`src/inc/udc_pkg.sv`:
```
package udc_pkg;

   // ------------------------------------------------------------------
   // Counter geometry and count limits
   // ------------------------------------------------------------------
   localparam int unsigned CNT_W    = 4;
   localparam logic [3:0]  BIN_MAX  = 4'hf;
   localparam logic [3:0]  DEC_MAX  = 4'h9;
   localparam logic [3:0]  CNT_ZERO = 4'h0;
   localparam logic [3:0]  CNT_ONE  = 4'h1;
   localparam logic [3:0]  CNT_RST  = 4'h0;

   // ------------------------------------------------------------------
   // Pin synchroniser bit positions
   // ------------------------------------------------------------------
   localparam int unsigned SYNC_W     = 8;
   localparam int unsigned SY_CLK     = 0;
   localparam int unsigned SY_EN_N    = 1;
   localparam int unsigned SY_DOWN    = 2;
   localparam int unsigned SY_LOAD_N  = 3;
   localparam int unsigned SY_DATA_LO = 4;
   localparam logic [7:0]  SYNC_RST   = 8'h0b;

   // ------------------------------------------------------------------
   // Register map, byte addresses on the Avalon-MM slave
   // ------------------------------------------------------------------
   localparam int unsigned AVS_AW       = 4;
   localparam logic [3:0]  REG_CTRL_OFS = 4'h0;
   localparam logic [3:0]  REG_STAT_OFS = 4'h4;
   localparam logic [31:0] CTRL_RST     = 32'h0000_0000;
   localparam logic [31:0] RD_ZERO      = 32'h0000_0000;

   // Control register fields.
   localparam int unsigned CTRL_DECADE = 0;

   // Status register fields.
   localparam int unsigned ST_COUNT_LO = 0;
   localparam int unsigned ST_TC       = 4;
   localparam int unsigned ST_RIPPLE_N = 5;
   localparam int unsigned ST_DOWN     = 6;
   localparam int unsigned ST_EN_N     = 7;
   localparam int unsigned ST_LOAD_N   = 8;
   localparam int unsigned ST_DECADE   = 9;

endpackage : udc_pkg

```
`src/rtl/udc_avs.sv`:
```
`timescale 1ns/1ps

// Avalon-MM slave with exactly one wait state per access.
module udc_avs
   import udc_pkg::*;
(
   input  wire logic              clk,
   input  wire logic              reset,
   input  wire logic [AVS_AW-1:0] avs_address,
   input  wire logic              avs_read,
   input  wire logic              avs_write,
   input  wire logic [31:0]       avs_writedata,
   input  wire logic [31:0]       stat_word,
   output logic      [31:0]       avs_readdata,
   output logic                   avs_waitrequest,
   output logic                   decade_mode
);

   typedef enum logic {AVS_IDLE, AVS_ACK} udc_avs_st_t;

   udc_avs_st_t state_r;
   logic        req;

   assign req = avs_read | avs_write;

   // ------------------------------------------------------------------
   // Handshake sequencing
   // ------------------------------------------------------------------
   // A request seen in idle is answered on the next edge, then idle again.
   always_ff @(posedge clk or posedge reset) begin
      if (reset) begin
         state_r <= AVS_IDLE;
      end else begin
         unique case (state_r)
            AVS_IDLE: if (req) state_r <= AVS_ACK;
            AVS_ACK:  state_r <= AVS_IDLE;
         endcase
      end
   end

   // Waitrequest drops for the single acknowledge cycle only.
   always_ff @(posedge clk or posedge reset) begin
      if (reset) begin
         avs_waitrequest <= 1'b1;
      end else begin
         avs_waitrequest <= !((state_r == AVS_IDLE) && req);
      end
   end

   // Read data is captured ahead and stands at the accepting edge.
   always_ff @(posedge clk or posedge reset) begin
      if (reset) begin
         avs_readdata <= RD_ZERO;
      end else if ((state_r == AVS_IDLE) && avs_read) begin
         if (avs_address == REG_CTRL_OFS) begin
            avs_readdata <= {31'h0000_0000, decade_mode};
         end else if (avs_address == REG_STAT_OFS) begin
            avs_readdata <= stat_word;
         end else begin
            avs_readdata <= RD_ZERO;  // Unmapped reads return zero.
         end
      end
   end

   // Writes commit only at the edge where waitrequest is seen low.
   always_ff @(posedge clk or posedge reset) begin
      if (reset) begin
         decade_mode <= CTRL_RST[CTRL_DECADE];
      end else if ((state_r == AVS_ACK) && avs_write &&
                   (avs_address == REG_CTRL_OFS)) begin
         decade_mode <= avs_writedata[CTRL_DECADE];
      end
   end

endmodule : udc_avs

```
`src/rtl/udc_counter.sv`:
```
`timescale 1ns/1ps

module udc_counter
   import udc_pkg::*;
(
   input  wire logic              clk,
   input  wire logic              reset,
   input  wire logic              cnt_clk,
   input  wire logic              cnt_en_n,
   input  wire logic              cnt_down,
   input  wire logic              load_n,
   input  wire logic [CNT_W-1:0]  load_data,
   output logic      [CNT_W-1:0]  count_q,
   output logic                   term_cnt,
   output logic                   ripple_n,
   input  wire logic [AVS_AW-1:0] avs_address,
   input  wire logic              avs_read,
   input  wire logic              avs_write,
   input  wire logic [31:0]       avs_writedata,
   output logic      [31:0]       avs_readdata,
   output logic                   avs_waitrequest
);

   logic [SYNC_W-1:0] pins_s;
   logic              s_clk;
   logic              s_en_n;
   logic              s_down;
   logic              s_load_n;
   logic [CNT_W-1:0]  s_data;
   logic              s_clk_d_r;
   logic              cnt_rise;
   logic              decade_mode;
   logic [CNT_W-1:0]  top_val;
   logic [CNT_W-1:0]  count_nxt;
   logic              term_nxt;
   logic [31:0]       stat_word;

   // ------------------------------------------------------------------
   // Pin synchronisation
   // ------------------------------------------------------------------
   udc_sync u_sync (
      .clk      (clk),
      .reset    (reset),
      .pin_in   ({load_data, load_n, cnt_down, cnt_en_n, cnt_clk}),
      .pin_sync (pins_s)
   );

   assign s_clk    = pins_s[SY_CLK];
   assign s_en_n   = pins_s[SY_EN_N];
   assign s_down   = pins_s[SY_DOWN];
   assign s_load_n = pins_s[SY_LOAD_N];
   assign s_data   = pins_s[SY_DATA_LO +: CNT_W];

   // ------------------------------------------------------------------
   // Register slave
   // ------------------------------------------------------------------
   udc_avs u_avs (
      .clk             (clk),
      .reset           (reset),
      .avs_address     (avs_address),
      .avs_read        (avs_read),
      .avs_write       (avs_write),
      .avs_writedata   (avs_writedata),
      .stat_word       (stat_word),
      .avs_readdata    (avs_readdata),
      .avs_waitrequest (avs_waitrequest),
      .decade_mode     (decade_mode)
   );

   // Status word shows the live counter state to software.
   always_comb begin
      stat_word                           = RD_ZERO;
      stat_word[ST_COUNT_LO +: CNT_W]     = count_q;
      stat_word[ST_TC]                    = term_cnt;
      stat_word[ST_RIPPLE_N]              = ripple_n;
      stat_word[ST_DOWN]                  = s_down;
      stat_word[ST_EN_N]                  = s_en_n;
      stat_word[ST_LOAD_N]                = s_load_n;
      stat_word[ST_DECADE]                = decade_mode;
   end

   // ------------------------------------------------------------------
   // Count clock edge detection
   // ------------------------------------------------------------------
   // Edge is taken from the second synchroniser stage and its delay.
   // A count clock pulse shorter than two system clocks can be lost; the
   // pin rate is bounded by the synchroniser, not by the count logic.
   always_ff @(posedge clk or posedge reset) begin
      if (reset) begin
         s_clk_d_r <= SYNC_RST[SY_CLK];
      end else begin
         s_clk_d_r <= s_clk;
      end
   end

   assign cnt_rise = s_clk & ~s_clk_d_r;

   // ------------------------------------------------------------------
   // Next count
   // ------------------------------------------------------------------
   assign top_val = decade_mode ? DEC_MAX : BIN_MAX;

   // Enable and direction are sampled at the edge; they are steady
   // because the driver only moves them while the count clock is high.
   always_comb begin
      count_nxt = count_q;
      if (!s_load_n) begin
         count_nxt = s_data;
      end else if (cnt_rise && !s_en_n) begin
         if (!s_down) begin
            // Decade mode also folds illegal codes above nine back to zero.
            if (count_q >= top_val) begin
               count_nxt = CNT_ZERO;
            end else begin
               count_nxt = count_q + CNT_ONE;
            end
         end else begin
            if (count_q == CNT_ZERO) begin
               count_nxt = top_val;
            end else begin
               count_nxt = count_q - CNT_ONE;
            end
         end
      end
   end

   // One register holds all four bits, so they switch together.
   always_ff @(posedge clk or posedge reset) begin
      if (reset) begin
         count_q <= CNT_RST;
      end else begin
         count_q <= count_nxt;
      end
   end

   // ------------------------------------------------------------------
   // Cascade outputs
   // ------------------------------------------------------------------
   // The flag follows the held count, so it lasts one count period.
   // It is not gated by the enable, so a look-ahead cascade must still
   // combine it with its own enable.
   assign term_nxt = s_down ? (count_q == CNT_ZERO) : (count_q == top_val);

   always_ff @(posedge clk or posedge reset) begin
      if (reset) begin
         term_cnt <= 1'b0;
      end else begin
         term_cnt <= term_nxt;
      end
   end

   // Ripple is the flag gated by the enable and the count clock low
   // phase; it lags the pins by the synchroniser latency plus one clock.
   always_ff @(posedge clk or posedge reset) begin
      if (reset) begin
         ripple_n <= 1'b1;
      end else begin
         ripple_n <= ~(term_cnt & ~s_en_n & ~s_clk);
      end
   end

   // ------------------------------------------------------------------
   // Checks
   // ------------------------------------------------------------------
   count_up_a: assert property (
      @(posedge clk) disable iff (reset)
      (cnt_rise && !s_en_n && s_load_n && !s_down && count_q < top_val)
      |=> (count_q == CNT_W'($past(count_q) + CNT_ONE)))
      else $error("Enabled up edge did not add one.");

   count_hold_a: assert property (
      @(posedge clk) disable iff (reset)
      (s_en_n && s_load_n) |=> $stable(count_q))
      else $error("Count moved while enable was high.");

   count_down_a: assert property (
      @(posedge clk) disable iff (reset)
      (cnt_rise && !s_en_n && s_load_n && s_down && count_q != CNT_ZERO)
      |=> (count_q == CNT_W'($past(count_q) - CNT_ONE)))
      else $error("Enabled down edge did not subtract one.");

   preset_load_a: assert property (
      @(posedge clk) disable iff (reset)
      !s_load_n |=> (count_q == $past(s_data)))
      else $error("Count did not follow data while load low.");

   term_flag_a: assert property (
      @(posedge clk) disable iff (reset)
      (s_down && count_q == CNT_ZERO) ##1 $stable(s_down)
      |-> term_cnt)
      else $error("Terminal flag missing at zero counting down.");

   ripple_gate_a: assert property (
      @(posedge clk) disable iff (reset)
      !ripple_n |-> $past(term_cnt) && !$past(s_en_n) && !$past(s_clk))
      else $error("Ripple low without its gating terms.");

   decade_wrap_a: assert property (
      @(posedge clk) disable iff (reset)
      (decade_mode && cnt_rise && !s_en_n && s_load_n && !s_down &&
       count_q == DEC_MAX) |=> (count_q == CNT_ZERO))
      else $error("Decade count did not wrap from nine to zero.");

   decade_range_a: assert property (
      @(posedge clk) disable iff (reset)
      (decade_mode && $stable(decade_mode) && s_load_n &&
       count_q <= DEC_MAX) |=> (count_q <= DEC_MAX))
      else $error("Decade count left the ten decimal states.");

   // ------------------------------------------------------------------
   // Wrap, cascade and bus checks
   // ------------------------------------------------------------------
   // Each end point of the count and each cascade term is pinned down
   // on its own, so a slip in the limit logic cannot hide on one side
   // of the wrap while the other side still looks right.

   term_up_a: assert property (
      @(posedge clk) disable iff (reset)
      (!s_down && count_q == top_val)
      |=> term_cnt)
      else $error("Terminal flag missing at the top counting up.");

   term_off_up_a: assert property (
      @(posedge clk) disable iff (reset)
      (!s_down && count_q != top_val)
      |=> !term_cnt)
      else $error("Terminal flag high below the top counting up.");

   term_off_down_a: assert property (
      @(posedge clk) disable iff (reset)
      (s_down && count_q != CNT_ZERO)
      |=> !term_cnt)
      else $error("Terminal flag high above zero counting down.");

   ripple_low_a: assert property (
      @(posedge clk) disable iff (reset)
      (term_cnt && !s_en_n && !s_clk)
      |=> !ripple_n)
      else $error("Ripple stayed high in a terminal low phase.");

   ripple_clk_a: assert property (
      @(posedge clk) disable iff (reset)
      s_clk
      |=> ripple_n)
      else $error("Ripple low while the count clock was high.");

   ripple_en_a: assert property (
      @(posedge clk) disable iff (reset)
      s_en_n
      |=> ripple_n)
      else $error("Ripple low while counting was disabled.");

   bin_wrap_up_a: assert property (
      @(posedge clk) disable iff (reset)
      (!decade_mode && cnt_rise && !s_en_n && s_load_n && !s_down &&
       count_q == BIN_MAX) |=> (count_q == CNT_ZERO))
      else $error("Binary count did not wrap from fifteen to zero.");

   bin_wrap_down_a: assert property (
      @(posedge clk) disable iff (reset)
      (!decade_mode && cnt_rise && !s_en_n && s_load_n && s_down &&
       count_q == CNT_ZERO) |=> (count_q == BIN_MAX))
      else $error("Binary count did not wrap from zero to fifteen.");

   dec_wrap_down_a: assert property (
      @(posedge clk) disable iff (reset)
      (decade_mode && cnt_rise && !s_en_n && s_load_n && s_down &&
       count_q == CNT_ZERO) |=> (count_q == DEC_MAX))
      else $error("Decade count did not wrap from zero to nine.");

   edge_hold_a: assert property (
      @(posedge clk) disable iff (reset)
      (s_load_n && !cnt_rise)
      |=> $stable(count_q))
      else $error("Count moved without a count clock edge.");

   ack_prompt_a: assert property (
      @(posedge clk) disable iff (reset)
      (avs_read || avs_write)
      |-> ##[0:2] !avs_waitrequest)
      else $error("Bus request was not answered in time.");

   wr_commit_a: assert property (
      @(posedge clk) disable iff (reset)
      (!avs_waitrequest && avs_write && avs_address == REG_CTRL_OFS)
      |=> (decade_mode == $past(avs_writedata[CTRL_DECADE])))
      else $error("Control write did not set the variant.");

   rd_ctrl_a: assert property (
      @(posedge clk) disable iff (reset)
      (!avs_waitrequest && avs_read && avs_address == REG_CTRL_OFS)
      |-> (avs_readdata[31:1] == 31'h0000_0000 &&
           avs_readdata[CTRL_DECADE] == decade_mode))
      else $error("Control read did not show the variant.");

endmodule : udc_counter

```
`src/rtl/udc_sync.sv`:
```
`timescale 1ns/1ps

// Two-flop synchroniser for every pin; the first stage feeds only the
// second one, so metastability never reaches decision logic.
module udc_sync
   import udc_pkg::*;
(
   input  wire logic              clk,
   input  wire logic              reset,
   input  wire logic [SYNC_W-1:0] pin_in,
   output logic      [SYNC_W-1:0] pin_sync
);

   logic [SYNC_W-1:0] meta_r;

   // ------------------------------------------------------------------
   // Per-bit double flop
   // ------------------------------------------------------------------
   genvar gi;
   generate
      for (gi = 0; gi < SYNC_W; gi++) begin : g_bit
         // Reset values mirror the idle pin levels to avoid false events.
         always_ff @(posedge clk or posedge reset) begin
            if (reset) begin
               meta_r[gi]   <= SYNC_RST[gi];
               pin_sync[gi] <= SYNC_RST[gi];
            end else begin
               meta_r[gi]   <= pin_in[gi];
               pin_sync[gi] <= meta_r[gi];
            end
         end
      end
   endgenerate

endmodule : udc_sync

```
`config.mk`:
```
export PLATFORM = sky130hd
export DESIGN_NAME = udc_counter
export DESIGN_NICKNAME = d
export VERILOG_FILES = /design/src/inc/udc_pkg.sv /design/src/rtl/udc_avs.sv /design/src/rtl/udc_counter.sv /design/src/rtl/udc_sync.sv
export SDC_FILE = /design/constraint.sdc
export NUM_CORES = 1
export LEC_CHECK = 0
export ABC_AREA = 1
export BUFFER_PORTS_ARGS = -buffer_cell sky130_fd_sc_hd__clkbuf_2
export CORE_ASPECT_RATIO = 1.75
export CORE_MARGIN = 2
export CORE_UTILIZATION = 40
export CTS_CLUSTER_SIZE = 16
export DETAILED_ROUTE_END_ITERATION = 7
export GPL_TIMING_DRIVEN = 0
export PLACE_DENSITY = 0.72
export SLEW_MARGIN = 40
export SYNTH_ARGS = -nofsm -noshare
export SYNTH_HDL_FRONTEND = slang
export SYNTH_SLANG_ARGS = --single-unit
```
`constraint.sdc`:
```
create_clock -name clk -period 3 [get_ports clk]
set_clock_uncertainty 0.15 [all_clocks]
set_input_delay 0.9 -clock clk [delete_from_list [all_inputs] [get_ports clk]]
set_output_delay 0.9 -clock clk [all_outputs]
set_load 0.05 [all_outputs]
```
==> results.json <==
{
  "grt_pass1_vias": 1173,
  "synth_top_area_share": 0.402,
  "synth_edf_count": 0,
  "drc_errors": 0,
  "maxCapViolCount": 0,
  "synthArstFlopShare": 1.00,
  "min_period_ns": 2.21,
  "yosysTopAreaCell": "dfrtp_1",
  "ys_seq_area_frac": 0.542,
  "io_buffers": 33,
  "grt_setup_unrepaired": "no",
  "cp_num_buf_inv": 1,
  "core_mm2": 0.00407,
  "ant_nets": 0,
  "dr_total_vias": 1295,
  "die_w_um": 53.0,
  "totalWireLength_mm": 3.07,
  "cp_data_arrival_time_ns": 1.16,
  "critical_path_required_ns": 1.95,
  "clk_latency_ns": 0.29,
  "dr.pass1.iters": 4,
  "final_cells": 291,
  "p_per_area_mw_per_mm2": 590,
  "synth.area.top_cells": "dfrtp_1 (40%), dfstp_2 (14%), buf_4 (9.8%), nand2_1 (6.3%), o21ai_1 (6.3%)",
  "critPathCaptureType": "primary output",
  "nets": 293,
  "final_cell_mix": "clkbuf_2 (33), nand2_1 (28), dfrtp_1 (27)",
  "pin_count": 87,
  "overflow": 0,
  "clock_sinks": 36,
  "drt-wirelength-per-cell_um": 10.6,
  "cts_tree": "done",
  "hpwlAfterDp_mm": 2.38,
  "hold_path_class": "reg -> reg",
  "rows": 31,
  "fin_crit_sh": 0.736,
  "crit_fanout": 8,
  "cts_buffers": 5,
  "slowest_delay_ns": 0.52,
  "gp_congestion": 0.893,
  "p_leak_nw": 1.15,
  "grt_pass1_wl_mm": 5.00,
  "tightestPinTransition_ns": 0.706,
  "dieArea_mm2": 0.00476,
  "ys_warn_count": 0,
  "synth_flop_cell": "dfrtp_1",
  "fp.dieH_um": 89.8,
  "path_clk_slew_ns": 0.07,
  "cts_setup_buffers": 0,
  "postCtsResizedCells": 0,
  "drive_above_1_share": 0.368,
  "antenna_found_initial": 0,
  "syn_avg_cell_area_um2": 9.34,
  "crit_family": "flip-flops",
  "cts.root.buffer_cell": "clkbuf_8",
  "setup_tns_ns": 0,
  "grt_max_degree": 37,
  "worst_path_max_delay_cell": "dfrtp_1",
  "final_common_cell": "clkbuf_2",
  "syn_inst": 180,
  "clock_path_buffers": 2,
  "start_util": 0.413,
  "start_kind": "flip-flop",
  "status": "completed",
  "initialDrtViolationCount": 14,
  "setup_viol": 0,
  "fmax_mhz": 453,
  "synthesis.area_mm2": 0.00168,
  "slew_violations": 0,
  "path_cells": "clkbuf_2",
  "hold_viol": 0,
  "ys_seq_elements": 36,
  "worstSetupPathType": "reg -> out",
  "antenna_cells": 0,
  "grt.total_usage": 0.142,
  "slew_headroom": 0.529,
  "viasPerCell": 4.45,
  "ir_worst_vdd_v": 0.000378,
  "area_delta_synth_final_pct": 23.7,
  "dpl.cell_count": 283,
  "synth_cell_types": 26,
  "postCtsHoldBufs": 0,
  "htreeDepth": 2
}
## state kept, by name, summed over array words and instances (netlist names)
name,cells
u_avs.avs_readdata,10
ripple_n,1
s_clk_d_r,1
u_avs.avs_waitrequest,1
u_sync.pin_sync,8
count_q,4
u_avs.decade_mode,1
term_cnt,1
u_sync.meta_r,8
u_avs.state_r,1
## synth_stat cells (all sizes together) (2+ instances only)
cell,n
a21oi,3
buf,23
dfrtp,27
dfstp,9
ha,4
inv,19
nand2,31
nand3,11
nand4,3
nor2,19
nor3,2
o21ai,22
or2,2
## metal layers
| metal | vias up | routed length, um | global-route usage |
|---|---|---|---|
| met3 | 7 | 212 | 0.0498 |
| met4 | 0 | 78 | 0.0705 |
| li1 | 652 | - | - |
| met2 | 45 | 1660 | 0.250 |
| met5 | - | 0 | 0 |
| met1 | 591 | 1120 | 0.138 |
## metrics by stage
step	hold WS, ns	power, W	util	cell area (um2)	setup slack, ns
global placement	0.181	0.000883	0.488	1990	0.733
finish	0.198	0.00123	0.511	2080	0.793
detailed placement	0.187	0.000888	0.488	1990	1.02
global route	0.206	0.00129	0.511	2080	0.742
CTS	0.201	0.00124	0.511	2080	0.784
floorplan	0.181	0.000820	-	1760	1.16
## cells by family (layout without fill, tap and decap cells)
group | count (synthesis) | after routing | share of synthesized area
compound gates | 28 | 28 | 0.0908
fa+ha+maj | 4 | 4 | 0.0298
buf+inv | 43 | 84 | 0.146
flops | 36 | 36 | 0.542
other cells | 1 | 22 | 0.00223
simple gates | 68 | 68 | 0.189
## final cells by class
cell class              count  area (um2)
clock inverters             1        7.51
flip-flops and latches     36         912
fillers                   404        1990
well taps                  49        61.3
repair buffers             33         165
plain buffers              24         174
inverters                  19        71.3
multi-input cells         122         603
clock buffers               7        86.3
## final timing paths
check	startpoint	to	slack, ns	cells past startpoint
setup / recovery	count_q[0]	count_q[0]	0.79	1
hold / removal	u_sync.meta_r[5]	u_sync.pin_sync[5]	0.20	0
setup reg to reg	count_q[0]	count_q[3]	1.35	10
hold reg to reg	u_sync.meta_r[5]	u_sync.pin_sync[5]	0.20	0
max in group asynchronous	reset	count_q[1]	1.69	2
min in group asynchronous	reset	u_avs.avs_readdata[5]	0.56	2
## power breakdown
group          switching (W)  internal (W)  total, W
Combinational       0.000228     0.0000881  0.000316
Sequential         0.0000377      0.000524  0.000561
Clock               0.000164      0.000186  0.000350
No activity file was read; power rests on OpenSTA's default activity.
